===== src/fbd_pkg.sv =====
package fbd_pkg;

   // ---------------------------------------------------------------
   // Register map (byte addresses on APB)
   // ---------------------------------------------------------------
   localparam logic [7:0] REG_CTRL      = 8'h00;
   localparam logic [7:0] REG_PAY_LO    = 8'h04;
   localparam logic [7:0] REG_PAY_HI    = 8'h08;
   localparam logic [7:0] REG_IDENT     = 8'h0C;
   localparam logic [7:0] REG_BASE      = 8'h10;
   localparam logic [7:0] REG_IRQ_STAT  = 8'h14;
   localparam logic [7:0] REG_IRQ_MASK  = 8'h18;
   localparam logic [7:0] REG_STATE     = 8'h1C;

   // ---------------------------------------------------------------
   // Reset values
   // ---------------------------------------------------------------
   localparam logic [7:0]  RST_CTRL     = 8'h00;
   localparam logic [39:0] RST_PAYLOAD  = 40'h00_0000_0000;
   localparam logic [15:0] RST_IDENT    = 16'h0000;   // Arbitrary neutral value
   localparam logic [15:0] RST_BASE     = 16'h0000;
   localparam logic [3:0]  RST_IRQ      = 4'h0;

   // ---------------------------------------------------------------
   // Control byte fields and special values
   // ---------------------------------------------------------------
   localparam int          CTRL_VALID   = 0;
   localparam int          CTRL_DELETE  = 1;
   localparam logic [7:0]  CTRL_IGNORED = 8'h03;

   // ---------------------------------------------------------------
   // Frame layout
   // ---------------------------------------------------------------
   localparam int          FRAME_BYTES  = 16;
   localparam int          USER_FIRST   = 11;
   localparam int          USER_BYTES   = 5;
   localparam int          BLOCK_BYTES  = 6;
   localparam logic [3:0]  LAST_IDX     = 4'hF;
   localparam logic [5:0]  DEV_LEN      = 6'h0A;    // Ten device bytes
   localparam logic [1:0]  DEV_CODE     = 2'h0;
   localparam logic [7:0]  CODE_NONE    = 8'h00;
   localparam logic [7:0]  CODE_PAR_LEN = 8'h12;
   localparam logic [7:0]  CODE_CFG_LEN = 8'h13;
   localparam logic [7:0]  CODE_CFG_ENT = 8'h14;
   localparam logic [7:0]  CODE_BUF     = 8'h15;
   localparam logic [7:0]  CODE_CFG_MIS = 8'h16;
   localparam logic [7:0]  CODE_CMP     = 8'h17;
   localparam logic [7:0]  CODE_USER    = 8'h40;

   // ---------------------------------------------------------------
   // Interrupt bits
   // ---------------------------------------------------------------
   localparam int IRQ_SENT  = 0;
   localparam int IRQ_START = 1;
   localparam int IRQ_DEL   = 2;
   localparam int IRQ_FAULT = 3;

   // ---------------------------------------------------------------
   // Types
   // ---------------------------------------------------------------
   typedef enum logic {FBD_IDLE, FBD_SEND} fbd_state_t;

   typedef struct packed {
      logic not_ready;
      logic cfg_mismatch;
      logic ext_diag;
      logic unsupported;
      logic wrong_param;
      logic need_param;
      logic static_diag;
      logic resp_mon;
      logic freeze_rx;
      logic sync_rx;
      logic overflow;
   } fbd_station_t;

   typedef struct packed {
      logic [7:0]  addr;
      logic        write;
      logic [31:0] wdata;
   } fbd_apb_req_t;

endpackage : fbd_pkg


===== src/fbd_diag_builder.sv =====
// Function
// - Response is standard bytes 0 to 5 then device bytes 6 to 15.
// - Send diagnostics on master request and unsolicited on error.
// - Byte 0 carries station status 1 flags; bits 0, 5, 7 zero.
// - Byte 1 carries station status 2 flags; bit 2 one, bits 6, 7 zero.
// - Byte 2 bit 7 flags overflow; other bits zero.
// - Byte 3 master address; bytes 4 and 5 ident high then low.
// - Byte 6 is fixed header: length ten, code zero.
// - Byte 7 carries configuration fault codes 12h to 17h.
// - Byte 7 carries 40h while user diagnostic data are valid and no fault code 12h to 17h is present.
// - Bytes 11 to 15 come from software-writable user data.
// - User block is six bytes; its base is a configuration value.
// - A zero to one change of control bit 0, or of bit 1 with bit 0 clear, sends a diagnostic.
// - Control value 03h is ignored entirely.
// - Control bit 0 marks user data valid; setting it starts a diagnostic.
// - Control bit 1 requests deletion; bits 2 to 7 reserved.
// - User block bytes 1 to 5 map onto response bytes 11 to 15.
`timescale 1ns/100ps
`default_nettype none

module fbd_diag_builder (
   input  wire logic                  clk,
   input  wire logic                  srst,
   // APB slave
   input  wire logic                  psel,
   input  wire logic                  penable,
   input  wire logic                  pwrite,
   input  wire logic [7:0]            paddr,
   input  wire logic [31:0]           pwdata,
   output logic      [31:0]           prdata,
   output logic                       pready,
   output logic                       pslverr,
   // Protocol engine side
   input  wire fbd_pkg::fbd_station_t station,
   input  wire logic [7:0]            master_addr,
   input  wire logic [7:0]            fault_code,
   input  wire logic                  diag_req,
   output logic                       tx_valid,
   input  wire logic                  tx_ready,
   output logic [7:0]                 tx_data,
   output logic                       tx_last,
   output logic                       tx_unsolicited,
   output logic [15:0]                block_base,
   output logic                       irq
);

   // ---------------------------------------------------------------
   // State
   // ---------------------------------------------------------------
   typedef struct packed {
      fbd_pkg::fbd_state_t st;
      logic [3:0]          idx;
      logic [15:0][7:0]    frame;
      logic [7:0]          tx_data;
      logic                unsol;
      logic [7:0]          ctrl;
      logic [39:0]         payload;
      logic [15:0]         ident;
      logic [15:0]         base;
      logic                user_valid;
      logic                pend;
      logic [7:0]          prev_fault;
      logic [3:0]          sts;
      logic [3:0]          mask;
      logic [31:0]         prdata;
      logic                rdy;
      logic                err;
   } fbd_regs_t;

   fbd_regs_t s;
   fbd_regs_t next_s;

   // ---------------------------------------------------------------
   // Helpers
   // ---------------------------------------------------------------
   // Known fault codes only; anything else reads as no fault
   function automatic logic fbd_fault_ok(input logic [7:0] c);
      fbd_fault_ok = (c >= fbd_pkg::CODE_PAR_LEN) && (c <= fbd_pkg::CODE_CMP);
   endfunction : fbd_fault_ok

   // Address decode
   function automatic logic fbd_mapped(input logic [7:0] a);
      unique case (a)
         fbd_pkg::REG_CTRL, fbd_pkg::REG_PAY_LO, fbd_pkg::REG_PAY_HI,
         fbd_pkg::REG_IDENT, fbd_pkg::REG_BASE, fbd_pkg::REG_IRQ_STAT,
         fbd_pkg::REG_IRQ_MASK, fbd_pkg::REG_STATE: fbd_mapped = 1'b1;
         default:                                   fbd_mapped = 1'b0;
      endcase
   endfunction : fbd_mapped

   // Snapshot of the whole response
   function automatic logic [15:0][7:0] fbd_build(input fbd_pkg::fbd_station_t stn,
                                                 input logic [7:0]  maddr,
                                                 input logic [15:0] id,
                                                 input logic [7:0]  fault,
                                                 input logic        uvalid,
                                                 input logic [39:0] pay);
      logic [15:0][7:0] f;
      f = '0;
      f[0] = {1'b0, stn.wrong_param, 1'b0, stn.unsupported,
              stn.ext_diag, stn.cfg_mismatch, stn.not_ready, 1'b0};
      f[1] = {2'b00, stn.sync_rx, stn.freeze_rx, stn.resp_mon,
              1'b1, stn.static_diag, stn.need_param};
      f[2] = {stn.overflow, 7'h00};
      f[3] = maddr;
      f[4] = id[15:8];
      f[5] = id[7:0];
      f[6] = {fbd_pkg::DEV_CODE, fbd_pkg::DEV_LEN};
      if (fbd_fault_ok(fault)) begin
         f[7] = fault;
      end else if (uvalid) begin
         f[7] = fbd_pkg::CODE_USER;
      end else begin
         f[7] = fbd_pkg::CODE_NONE;
      end
      for (int i = 0; i < fbd_pkg::USER_BYTES; i++) begin
         f[fbd_pkg::USER_FIRST + i] = pay[8*i +: 8];
      end
      fbd_build = f;
   endfunction : fbd_build

   // ---------------------------------------------------------------
   // Bus request view
   // ---------------------------------------------------------------
   fbd_pkg::fbd_apb_req_t req;
   logic                  wr_en;
   logic                  setup;

   assign req   = '{addr: paddr, write: pwrite, wdata: pwdata};
   assign setup = psel && !penable;
   assign wr_en = psel && penable && s.rdy && req.write && !s.err;

   // ---------------------------------------------------------------
   // Next-state logic
   // ---------------------------------------------------------------
   always_comb begin
      logic [7:0]  v;
      logic [3:0]  set_irq;
      logic [3:0]  clr_irq;
      logic        fault_evt;
      logic        new_evt;
      v         = req.wdata[7:0];
      set_irq   = 4'h0;
      clr_irq   = 4'h0;
      new_evt   = 1'b0;
      fault_evt = 1'b0;
      next_s    = s;

      // APB setup cycle latches read data and error flag
      next_s.rdy = setup;
      next_s.err = setup && !fbd_mapped(req.addr);
      if (setup) begin
         unique case (req.addr)
            fbd_pkg::REG_CTRL:     next_s.prdata = {24'h00_0000, s.ctrl};
            fbd_pkg::REG_PAY_LO:   next_s.prdata = s.payload[31:0];
            fbd_pkg::REG_PAY_HI:   next_s.prdata = {24'h00_0000, s.payload[39:32]};
            fbd_pkg::REG_IDENT:    next_s.prdata = {16'h0000, s.ident};
            fbd_pkg::REG_BASE:     next_s.prdata = {16'h0000, s.base};
            fbd_pkg::REG_IRQ_STAT: next_s.prdata = {28'h000_0000, s.sts};
            fbd_pkg::REG_IRQ_MASK: next_s.prdata = {28'h000_0000, s.mask};
            fbd_pkg::REG_STATE:    next_s.prdata = {16'h0000, s.frame[7], 4'h0,
                                                   s.pend, s.user_valid, s.unsol,
                                                   s.st == fbd_pkg::FBD_SEND};
            default:               next_s.prdata = 32'h0000_0000;
         endcase
      end

      // Register writes
      if (wr_en) begin
         unique case (req.addr)
            fbd_pkg::REG_CTRL: begin
               if (v != fbd_pkg::CTRL_IGNORED) begin
                  next_s.ctrl = v;
                  if (v[fbd_pkg::CTRL_VALID] && !s.ctrl[fbd_pkg::CTRL_VALID]) begin
                     next_s.user_valid = 1'b1;
                     new_evt           = 1'b1;
                     set_irq[fbd_pkg::IRQ_START] = 1'b1;
                  end else if (v[fbd_pkg::CTRL_DELETE] && !v[fbd_pkg::CTRL_VALID] &&
                               !s.ctrl[fbd_pkg::CTRL_DELETE]) begin
                     next_s.user_valid = 1'b0;
                     new_evt           = 1'b1;
                     set_irq[fbd_pkg::IRQ_DEL] = 1'b1;
                  end else if (!v[fbd_pkg::CTRL_VALID]) begin
                     next_s.user_valid = 1'b0;
                  end
               end
            end
            fbd_pkg::REG_PAY_LO:   next_s.payload[31:0]  = req.wdata;
            fbd_pkg::REG_PAY_HI:   next_s.payload[39:32] = v;
            fbd_pkg::REG_IDENT:    next_s.ident = req.wdata[15:0];
            fbd_pkg::REG_BASE:     next_s.base  = req.wdata[15:0];
            fbd_pkg::REG_IRQ_STAT: clr_irq = req.wdata[3:0];
            fbd_pkg::REG_IRQ_MASK: next_s.mask = req.wdata[3:0];
            default: ;
         endcase
      end

      // A newly appearing fault is reported without a request
      next_s.prev_fault = fault_code;
      fault_evt = fbd_fault_ok(fault_code) && (fault_code != s.prev_fault);
      if (fault_evt) begin
         new_evt = 1'b1;
         set_irq[fbd_pkg::IRQ_FAULT] = 1'b1;
      end
      if (new_evt) begin
         next_s.pend = 1'b1;
      end

      // Response transmitter
      unique case (s.st)
         fbd_pkg::FBD_IDLE: begin
            if (diag_req || s.pend) begin
               next_s.frame   = fbd_build(station, master_addr, s.ident,
                                          fault_code, s.user_valid, s.payload);
               next_s.tx_data = next_s.frame[0];
               next_s.idx     = 4'h0;
               next_s.unsol   = !diag_req;
               next_s.pend    = new_evt;
               next_s.st      = fbd_pkg::FBD_SEND;
            end
         end
         fbd_pkg::FBD_SEND: begin
            if (tx_ready) begin
               if (s.idx == fbd_pkg::LAST_IDX) begin
                  next_s.st = fbd_pkg::FBD_IDLE;
                  set_irq[fbd_pkg::IRQ_SENT] = 1'b1;
               end else begin
                  next_s.idx     = s.idx + 4'h1;
                  next_s.tx_data = s.frame[s.idx + 4'h1];
               end
            end
         end
      endcase

      // Sticky status: a set in the clearing cycle wins
      next_s.sts = (s.sts & ~clr_irq) | set_irq;
   end

   // ---------------------------------------------------------------
   // State register
   // ---------------------------------------------------------------
   always_ff @(posedge clk) begin
      if (srst) begin
         s         <= '0;
         s.st      <= fbd_pkg::FBD_IDLE;
         s.ctrl    <= fbd_pkg::RST_CTRL;
         s.payload <= fbd_pkg::RST_PAYLOAD;
         s.ident   <= fbd_pkg::RST_IDENT;
         s.base    <= fbd_pkg::RST_BASE;
         s.sts     <= fbd_pkg::RST_IRQ;
         s.mask    <= fbd_pkg::RST_IRQ;
      end else begin
         s <= next_s;
      end
   end

   // ---------------------------------------------------------------
   // Outputs
   // ---------------------------------------------------------------
   assign prdata         = s.prdata;
   assign pready         = s.rdy;
   assign pslverr        = s.rdy && s.err;
   assign tx_valid       = (s.st == fbd_pkg::FBD_SEND);
   assign tx_data        = s.tx_data;
   assign tx_last        = tx_valid && (s.idx == fbd_pkg::LAST_IDX);
   assign tx_unsolicited = s.unsol;
   assign block_base     = s.base;
   assign irq            = |(s.sts & s.mask);
endmodule : fbd_diag_builder

`default_nettype wire


===== config.mk =====
export PLATFORM = sky130hd
export DESIGN_NAME = fbd_diag_builder
export DESIGN_NICKNAME = d
export VERILOG_FILES = /design/src/fbd_pkg.sv /design/src/fbd_diag_builder.sv
export SDC_FILE = /design/constraint.sdc
export NUM_CORES = 1
export LEC_CHECK = 0
export BUFFER_PORTS_ARGS = -buffer_cell sky130_fd_sc_hd__buf_2
export CORE_MARGIN = 5
export CORE_UTILIZATION = 32
export CTS_CLUSTER_DIAMETER = 120
export DETAILED_ROUTE_END_ITERATION = 6
export GPL_TIMING_DRIVEN = 0
export PLACE_DENSITY = 0.53
export SLEW_MARGIN = 20
export SYNTH_ARGS = -nofsm -noshare
export SYNTH_HDL_FRONTEND = slang
export SYNTH_SLANG_ARGS = --single-unit

===== constraint.sdc =====
create_clock -name clk -period 2 [get_ports clk]
set_input_delay 0.4 -clock clk [delete_from_list [all_inputs] [get_ports clk]]
set_output_delay 0.4 -clock clk [all_outputs]
set_load 0.1 [all_outputs]

==> results of run 1 <==
==> cell usage in the layout (no fill, tap or decap), types with 6 or more instances in the layout <==
| cell | instances |
|---|---|
| nand2b_1 | 6 |
| a22oi_1 | 34 |
| o22ai_1 | 7 |
| clkbuf_16 | 27 |
| xnor2_1 | 8 |
| mux2i_1 | 68 |
| nor2b_1 | 13 |
| clkbuf_1 | 50 |
| nand2_1 | 266 |
| buf_2 | 133 |
| mux4_2 | 14 |
| nand3_1 | 27 |
| clkbuf_2 | 13 |
| o21ai_0 | 26 |
| bufinv_16 | 6 |
| dfxtp_1 | 225 |
| mux2_2 | 10 |
| a21oi_1 | 141 |
| and2_1 | 9 |
| buf_4 | 60 |
| buf_6 | 6 |
| nor2_1 | 78 |
==> registers in the layout, indices dropped and copies added (netlist names) <==
name and cells:
block_base 16, prdata 32, pready 1, s 171
tx_data 8, tx_unsolicited 1, tx_valid 1
==> routing by layer <==
layer	vias to the layer above	part of all wire (%)
li1	4238	-
met1	4181	46
met2	265	46
met3	43	6.3
met4	0	1.7
met5	-	0
==> worst max path at each step <==
stage,start,endpoint,depth (start not counted)
CTS,s[270]$_SDFFE_PP0P_,tx_data[0]$_SDFFE_PP0P_,7
finish,s[270]$_SDFFE_PP0P_,tx_data[0]$_SDFFE_PP0P_,6
global route,s[270]$_SDFFE_PP0P_,tx_data[5]$_SDFFE_PP0P_,7
global placement,paddr[7],s[87]$_SDFFE_PP0P_,7
floorplan,paddr[7],s[79]$_SDFFE_PP0P_,6
detailed placement,paddr[7],s[87]$_SDFFE_PP0P_,7
==> final cells by class <==
cell class | instances | area, um^2
Clock inverter | 12 | 212.7
Buffer | 133 | 803.3
Fill cell | 3197 | 18280
Inverter | 6 | 26.28
Sequential cell | 230 | 4613
Clock buffer | 36 | 759.5
Tap cell | 396 | 495.5
Timing Repair Buffer | 136 | 737.0
Multi-Input combinational cell | 784 | 4666
==> through the flow <==
step	total power (uW)	cell area (um^2)	setup TNS [ns]	util (%)
5_1_grt	11190	12310	-0.02668	40.25
2_1_floorplan	5210	9955	-4.059	-
3_3_place_gp	5506	11110	-86.89	36.31
3_5_place_dp	5511	11110	-88.88	36.31
6_report	10840	12310	0	40.25
4_1_cts	10910	12220	0	39.96
==> cell families after synthesis <==
logic type / Yosys count
buffers and inverters: 141
AND/OR/NAND/NOR: 430
XOR/XNOR: 11
flip-flops: 230
AO/OA/AOI/OAI: 246
multiplexers: 96
adder cells (fa/ha/maj): 1
==> power breakdown <==
| part | switching (uW) | leakage [uW] | total [uW] | internal [uW] |
|---|---|---|---|---|
| clock network | 1980 | 0.000478 | 5400 | 3420 |
| registers | 39.9 | 0.00186 | 4670 | 4630 |
| logic | 539 | 0.00255 | 764 | 225 |
==> timing repair <==
item	in CTS	in global routing
gates resized for setup	28	45
pin swaps	1	2
setup endpoints to repair	148	101
buffers inserted	5	0
==> flow_metrics.py, run 1 <==
metrics = {
    "logic_synthesis": {
        "synth_mux_area_share_pct": 11.57,
        "syn_avg_cell_area_um2": 8.598,
        "synth-simple-area-share_pct": 18.53,
        "yosys_warnings": 0,
        "syn_inst": 1155,
        "post-synth-top-area-cell": "dfxtp_1",
        "synth-edff-count": 0,
        "syn_area_um2": 9931,
        "synth_area_leaders": "dfxtp_1 (46%), nand2_1 (10%), mux2i_1 (7.3%)",
        "yosysMostFrequentCell": "nand2_1",
        "synthArstFlopShare_pct": 0,
        "ys_seq_area_share_pct": 46.37,
        "synth_fp_nets": 1230,
        "yosys_most_used_dff": "dfxtp_1",
        "synth_top_cell_area_share_pct": 46.37,
        "ys_seq_elements": 230,
        "synthAdderAreaFrac_pct": 0.1260,
        "synth_cell_types": 52,
        "synth_top_family_by_area": "simple AND/OR/NAND/NOR gates",
        "synth_compound_area_share_pct": 14.58,
        "synth_xor_area_share_pct": 0.9701,
        "synth_top_cells_by_count": "nand2_1 (266), dfxtp_1 (230), a21oi_1 (141)",
    },
    "route": {
        "drc_errors": 0,
        "drtIter0Drc": 673,
        "wl_per_cell_um": 19.25,
        "routed_wl_mm": 33.35,
        "ant_nets": 0,
        "dr_total_vias": 8727,
        "drtPass1Iterations": 5,
        "via_per_inst": 5.036,
    },
    "run_status": {
        "outcome": "finished clean",
    },
    "worst_hold_path": {
        "whs_endpoint": "tx_unsolicited$_SDFFE_PP0P_",
        "hold_depth": 2,
        "min_path_type": "in2reg",
        "hp-start": "diag_req",
    },
    "timing": {
        "hold_viol_final": 0,
        "setup_viol": 0,
        "max_slew_margin_pct": 41.62,
        "rsz0062_at_grt": "yes",
        "worst-slew-pin-transition_ns": 0.8756,
        "fin_ws_ns": 0.04017,
        "clock_skew_ns": 0.006422,
        "timing.hold.ws_ns": 0.09251,
        "fmax_ghz": 0.5102,
        "fin_crit_sh_pct": 97.99,
        "min_period_ns": 1.960,
        "drv_slew": 0,
    },
    "clocking": {
        "cts_tree": "built",
        "cts_inserted_buffers": 27,
        "cts_buffer_depth": 3,
        "path_clk_slew_ns": 0.06,
        "postCtsHoldBufs": 0,
        "clock-sinks": 230,
        "cts_max_level": 1,
        "clock-root-buffer": "clkbuf_16",
        "clk_latency_ns": 0.53,
    },
    "critical_path": {
        "slowest_stage": "mux4_2",
        "path_max_fanout": 3,
        "start_kind": "flip-flop",
        "ff2ff_setup_slack_ns": 0.04,
        "critPathMaxStageDelay_ns": 0.51,
        "critPathArrivalTime_ns": 2.35,
        "cp_num_buf_inv": 1,
        "setup.worst_path.class": "reg2reg",
        "crit_family": "multiplexers",
        "timing.rr.end": "tx_data[0]$_SDFFE_PP0P_",
        "required_ns": 2.39,
        "ff2ff_path_depth": 6,
        "reg2reg_from": "s[270]$_SDFFE_PP0P_",
        "endpoint_kind": "flip-flop",
        "crit_chain": "ha_4 > clkinvlp_4 > mux4_2 > mux2_2 > a222oi_1 > o21ai_1",
    },
    "grt": {
        "grt_use_met2_pct": 30.27,
        "grt_pass1_vias": 8423,
        "grt_pass1_wl_mm": 50.17,
        "grtUsageTotal_pct": 18.77,
        "antenna_found_initial": 0,
        "use_met3_pct": 3.112,
        "grt_util_met1_pct": 26.59,
        "busiest_layer": "met2",
        "overflow": 0,
        "grt_max_degree": 13,
    },
    "die": {
        "placement_rows": 64,
        "coreArea_um2": 30590,
        "die_h_um": 186.2,
        "die_x_um": 186.2,
        "pin_count": 136,
        "dieArea_um2": 34660,
        "initial_core_util_pct": 32.46,
    },
    "finish": {
        "area_delta_synth_final_pct": 23.99,
        "drive_gt1_share_pct": 24.01,
        "antennaDiodeCount": 0,
        "instances_no_fill": 1733,
        "nNetsFinal": 1393,
    },
    "run": {
        "maxCapViolations": 0,
    },
    "pwr": {
        "ir_worst_vdd_v": 0.0006207,
        "p_leak_uw": 0.004888,
        "power.density_nw_per_um2": 880.3,
    },
    "placement": {
        "dp_hpwl_mm": 25.24,
        "place_ws_ns": -0.7613,
        "dp_cells": 1682,
        "io_buffer_count": 131,
        "gp_congestion": 0.8792,
    },
}
Power figures use the tool's default switching activity.
==> run 2, diff against run 1 <==
--- a/config.mk
+++ b/config.mk
@@ -12,6 +12,7 @@
 export DETAILED_ROUTE_END_ITERATION = 6
 export GPL_TIMING_DRIVEN = 0
 export PLACE_DENSITY = 0.53
+export SETUP_SLACK_MARGIN = 0.1
 export SLEW_MARGIN = 20
 export SYNTH_ARGS = -nofsm -noshare
 export SYNTH_HDL_FRONTEND = slang
==> flow_metrics.py, run 2 (synthesis gave the netlist of run 1 again) <==
metrics = {
    "die": {
        "placement_rows": 64,
        "die_h_um": 186.2,
        "coreArea_um2": 30590,
        "initial_core_util_pct": 32.46,
        "die_x_um": 186.2,
        "pin_count": 136,
        "dieArea_um2": 34660,
    },
    "route": {
        "ant_nets": 0,
        "routed_wl_mm": 33.54,
        "drtPass1Iterations": 5,
        "wl_per_cell_um": 19.23,
        "via_per_inst": 5.041,
        "drc_errors": 0,
        "drtIter0Drc": 602,
        "dr_total_vias": 8792,
    },
    "timing": {
        "min_period_ns": 1.967,
        "finalSetupTns_ns": 0,
        "setup_viol": 0,
        "drv_slew": 0,
        "hold_viol_final": 0,
        "clock_skew_ns": 0.02066,
        "fin_ws_ns": 0.03274,
        "fin_crit_sh_pct": 98.36,
        "timing.hold.ws_ns": 0.08480,
        "rsz0062_at_grt": "yes",
        "worst-slew-pin-transition_ns": 0.8191,
        "max_slew_margin_pct": 45.39,
        "fmax_ghz": 0.5083,
    },
    "finish": {
        "layout_commonest_cell": "nand2_1",
        "final_cell_area_um2": 12400,
        "nNetsFinal": 1405,
        "largest_register_ffs": 171,
        "instances_no_fill": 1744,
        "final_cell_mix": "nand2_1 (265), dfxtp_1 (225), a21oi_1 (141)",
        "antennaDiodeCount": 0,
        "fillers": 3170,
        "drive_gt1_share_pct": 25.00,
        "regMostFlops": "s",
        "area_delta_synth_final_pct": 24.82,
    },
    "placement": {
        "dp_cells": 1682,
        "gp_congestion": 0.8686,
        "dp_hpwl_mm": 25.37,
        "place_ws_ns": -0.8162,
        "post_dp_cell_area_um2": 11120,
        "io_buffer_count": 131,
    },
    "critical_path": {
        "critPathMaxStageDelay_ns": 0.36,
        "critPathArrivalTime_ns": 2.34,
        "cp_num_buf_inv": 1,
        "path_max_fanout": 10,
        "required_ns": 2.37,
        "slowest_stage": "a222oi_1",
        "start_kind": "flip-flop",
        "endpoint_kind": "flip-flop",
        "crit_family": "compound AO/OA/AOI/OAI gates",
        "crit_chain": "ha_4 > buf_6 > mux2i_2 > o2bb2ai_1 > a222oi_1 > o221ai_1",
        "setup.worst_path.class": "reg2reg",
    },
    "pwr": {
        "p_leak_uw": 0.004924,
        "p_switching_uw": 2518,
        "p_seq_share_pct": 45.6,
        "power.density_nw_per_um2": 826.1,
        "p_int_uw": 7722,
        "p_sw_share_pct": 24.59,
        "p_clk_share_pct": 46.7,
        "comb_power_share_pct": 7.7,
        "ir_worst_vdd_v": 0.0007216,
    },
    "grt": {
        "grt_pass1_wl_mm": 49.94,
        "antenna_found_initial": 1,
        "grt_max_degree": 15,
        "grtUsageTotal_pct": 18.69,
        "overflow": 0,
        "grt_pass1_vias": 8291,
    },
    "run_status": {
        "outcome": "finished clean",
    },
    "clocking": {
        "cts_inserted_buffers": 27,
        "cts_buffer_depth": 3,
        "cts_tree": "built",
        "postCtsHoldBufs": 0,
        "clock-sinks": 230,
        "clock-root-buffer": "clkbuf_16",
        "cts_max_level": 1,
        "path_clk_slew_ns": 0.06,
        "clk_latency_ns": 0.55,
    },
    "run": {
        "maxCapViolations": 0,
    },
    "worst_hold_path": {
        "min_path_type": "in2reg",
    },
}
run 2: cell types whose count changed in the layout (fill, tap and decap cells not counted), sizes merged:
| cell | before | now |
|---|---|---|
| clkinvlp | 2 | 1 |
| clkdlybuf4s15 | 1 | 0 |
| clkinv | 5 | 1 |
| bufinv | 6 | 1 |
| clkbuf | 98 | 114 |
| inv | 5 | 7 |
| buf | 206 | 210 |
run 2: worst paths after layout:
kind,startpoint,end,slack [ns],cells after the start
max,s[270]$_SDFFE_PP0P_,tx_data[3]$_SDFFE_PP0P_,0.03,6
max reg2reg,s[270]$_SDFFE_PP0P_,tx_data[3]$_SDFFE_PP0P_,0.03,6
min reg2reg,s[144]$_SDFFE_PP0P_,s[144]$_SDFFE_PP0P_,0.45,2
min,pwdata[18],s[102]$_SDFFE_PP0P_,0.08,3
run 2: timing repair:
item | in CTS | in global routing
endpoints found under the setup margin | 178 | 161
gates cloned | 0 | 1
pin swaps | 3 | 5
buffers inserted | 8 | 7
resized for setup | 55 | 45
run 2: layout make-up:
cell class,instances,area [um^2],area share (%)
plain buffers,134,834.6,6.733
clock buffers,43,795.8,6.420
clock inverters,4,66.31,0.5350
inverters,6,26.28,0.2120
multi-input cells,784,4711,38.00
flip-flops and latches,230,4613,37.22
well taps,396,495.5,3.997
repair buffers,147,853.3,6.884
run 2: per-layer routing:
metal / global-route usage [%] / wire (um) / vias up
met5: 0 / 13 / -
met4: 4.284 / 676 / 2
met3: 3.189 / 1953 / 53
met2: 30.05 / 15520 / 274
met1: 26.44 / 15390 / 4209
li1: - / - / 4254
run 2: worst min-delay path, stage by stage:
cell and delay [ns]:
buf_2 0.09, nand2_1 0.04, a21oi_1 0.05
run 2: power by group through the flow:
stage | Sequential, uW | Clock [uW] | Combinational [uW]
floorplan | 4770 | 0 | 438
global placement | 4770 | 0 | 736
detailed placement | 4770 | 0 | 742
CTS | 4670 | 4880 | 766
global route | 4680 | 5070 | 838
finish | 4670 | 4780 | 783
run 2: through the flow:
| stage | power, uW | utilization (%) |
|---|---|---|
| 2_1_floorplan | 5210 | - |
| 3_3_place_gp | 5508 | 36.34 |
| 3_5_place_dp | 5515 | 36.34 |
| 4_1_cts | 10320 | 39.94 |
| 5_1_grt | 10590 | 40.52 |
| 6_report | 10240 | 40.52 |
==> run 3, diff against run 2 <==
--- a/config.mk
+++ b/config.mk
@@ -8,6 +8,7 @@
 export BUFFER_PORTS_ARGS = -buffer_cell sky130_fd_sc_hd__buf_2
 export CORE_MARGIN = 5
 export CORE_UTILIZATION = 32
+export CTS_BUF_LIST = sky130_fd_sc_hd__clkbuf_16
 export CTS_CLUSTER_DIAMETER = 120
 export DETAILED_ROUTE_END_ITERATION = 6
 export GPL_TIMING_DRIVEN = 0
==> flow_metrics.py, run 3 (synthesis gave the netlist of run 1 again) <==
metrics = {
    "worst_hold_path": {
        "min_path_type": "in2reg",
        "hp-start": "pwdata[18]",
        "hold_depth": 3,
        "whs_endpoint": "s[102]$_SDFFE_PP0P_",
    },
    "pwr": {
        "p_seq_share_pct": 47.0,
        "p_clk_share_pct": 45.2,
        "p_switching_uw": 2514,
        "p_sw_share_pct": 25.26,
        "p_int_uw": 7438,
        "comb_power_share_pct": 7.8,
        "power.density_nw_per_um2": 806.1,
        "p_leak_uw": 0.004933,
        "ir_worst_vdd_v": 0.0007200,
    },
    "route": {
        "wl_per_cell_um": 19.20,
        "dr_total_vias": 8723,
        "via_per_inst": 5.002,
        "ant_nets": 0,
        "routed_wl_mm": 33.49,
        "drtPass1Iterations": 5,
        "drtIter0Drc": 635,
        "drc_errors": 0,
    },
    "clocking": {
        "postCtsHoldBufs": 0,
        "cts_buffer_depth": 3,
        "path_clk_slew_ns": 0.06,
        "clock-sinks": 230,
        "cts_tree": "built",
        "cts_inserted_buffers": 27,
        "clock-root-buffer": "clkbuf_16",
        "clk_latency_ns": 0.55,
        "cts_max_level": 1,
    },
    "critical_path": {
        "crit_chain": "ha_4 > clkinvlp_4 > mux4_2 > mux2_2 > a222oi_1 > o21ai_1",
        "critPathMaxStageDelay_ns": 0.52,
        "path_max_fanout": 2,
        "ff2ff_setup_slack_ns": 0.06,
        "required_ns": 2.39,
        "slowest_stage": "mux4_2",
        "timing.rr.end": "tx_data[0]$_SDFFE_PP0P_",
        "reg2reg_from": "s[270]$_SDFFE_PP0P_",
        "endpoint_kind": "flip-flop",
        "setup.worst_path.class": "reg2reg",
        "start_kind": "flip-flop",
        "ff2ff_path_depth": 6,
        "critPathArrivalTime_ns": 2.34,
    },
    "timing": {
        "rsz0062_at_grt": "yes",
        "finalSetupTns_ns": 0,
        "hold_viol_final": 0,
        "setup_viol": 0,
        "max_slew_margin_pct": 47.06,
        "fmax_ghz": 0.5149,
        "worst-slew-pin-transition_ns": 0.7830,
        "drv_slew": 0,
        "min_period_ns": 1.942,
        "fin_crit_sh_pct": 97.10,
        "clock_skew_ns": 0.02137,
    },
    "run_status": {
        "outcome": "finished clean",
    },
    "die": {
        "coreArea_um2": 30590,
        "initial_core_util_pct": 32.46,
        "die_h_um": 186.2,
        "pin_count": 136,
        "die_x_um": 186.2,
        "dieArea_um2": 34660,
        "placement_rows": 64,
    },
    "finish": {
        "layout_commonest_cell": "nand2_1",
        "largest_register_ffs": 171,
        "antennaDiodeCount": 0,
        "final_cell_area_um2": 12340,
        "instances_no_fill": 1744,
        "regMostFlops": "s",
        "final_cell_mix": "nand2_1 (265), dfxtp_1 (225), a21oi_1 (141)",
        "area_delta_synth_final_pct": 24.30,
        "nNetsFinal": 1405,
        "drive_gt1_share_pct": 24.55,
    },
    "grt": {
        "antenna_found_initial": 1,
        "grt_pass1_vias": 8269,
        "grt_max_degree": 15,
        "grtUsageTotal_pct": 18.68,
        "grt_pass1_wl_mm": 49.91,
        "overflow": 0,
    },
    "placement": {
        "gp_congestion": 0.8686,
        "post_dp_cell_area_um2": 11120,
        "io_buffer_count": 131,
        "dp_hpwl_mm": 25.37,
        "dp_cells": 1682,
    },
    "run": {
        "maxCapViolations": 0,
    },
}
-- run 3: power by group through the flow --
stage	clock [uW]	combinational (uW)	sequential [uW]
2_1_floorplan	0	438	4770
3_3_place_gp	0	736	4770
3_5_place_dp	0	742	4770
4_1_cts	4590	766	4670
5_1_grt	4790	837	4680
6_report	4500	780	4670
-- run 3: routing by layer --
layer	track usage, %	vias up	wire (um)
li1	-	4257	-
met1	26.48	4165	15360
met2	29.95	252	15540
met3	3.189	47	1943
met4	4.284	2	632
met5	0	-	13
-- run 3: worst max-delay path by stage --
| stage | to | cells after the start | slack, ns | startpoint |
|---|---|---|---|---|
| floorplan | s[87]$_SDFFE_PP0P_ | 6 | -0.11 | paddr[7] |
| global placement | s[104]$_SDFFE_PP0P_ | 7 | -0.81 | paddr[7] |
| detailed placement | s[115]$_SDFFE_PP0P_ | 7 | -0.82 | paddr[7] |
| CTS | tx_data[0]$_SDFFE_PP0P_ | 6 | 0.04 | s[270]$_SDFFE_PP0P_ |
| global route | tx_data[0]$_SDFFE_PP0P_ | 6 | -0.02 | s[270]$_SDFFE_PP0P_ |
| finish | tx_data[0]$_SDFFE_PP0P_ | 6 | 0.06 | s[270]$_SDFFE_PP0P_ |
-- run 3: critical path: cells and delay by family (launching register included) --
kind / cells / cell delay [ns]
AOI/OAI and AO/OA: 2 / 0.30
adders and majority gates: 1 / 0.25
DFF: 1 / 0.35
buffers and inverters: 1 / 0.09
muxes: 2 / 0.81
-- run 3: per-stage QoR --
step | hold WS [ns] | total power (uW) | utilization [%] | worst slack (ns)
global route | 0.07376 | 10300 | 40.36 | -0.02315
floorplan | 0.4263 | 5210 | - | -0.1141
finish | 0.08585 | 9951 | 40.36 | 0.05800
detailed placement | 0.4453 | 5515 | 36.34 | -0.8162
global placement | 0.4406 | 5508 | 36.34 | -0.8061
CTS | 0.07308 | 10030 | 39.75 | 0.04199
-- run 3: what timing repair did --
item                       4_1_cts  5_1_grt
gates resized for setup         55       46
setup endpoints to repair      178      161
buffers inserted                 8        7
gates cloned                     0        1
pin swaps                        3        4
hold endpoints to repair         0        0
-- run 3: layout make-up --
class,count,area (um^2)
plain buffers,134,834.6
multi-input cells,784,4720
repair buffers,147,853.3
clock inverters,20,126.4
clock buffers,27,675.6
well taps,396,495.5
inverters,6,26.28
flip-flops and latches,230,4613
fillers,3185,18250
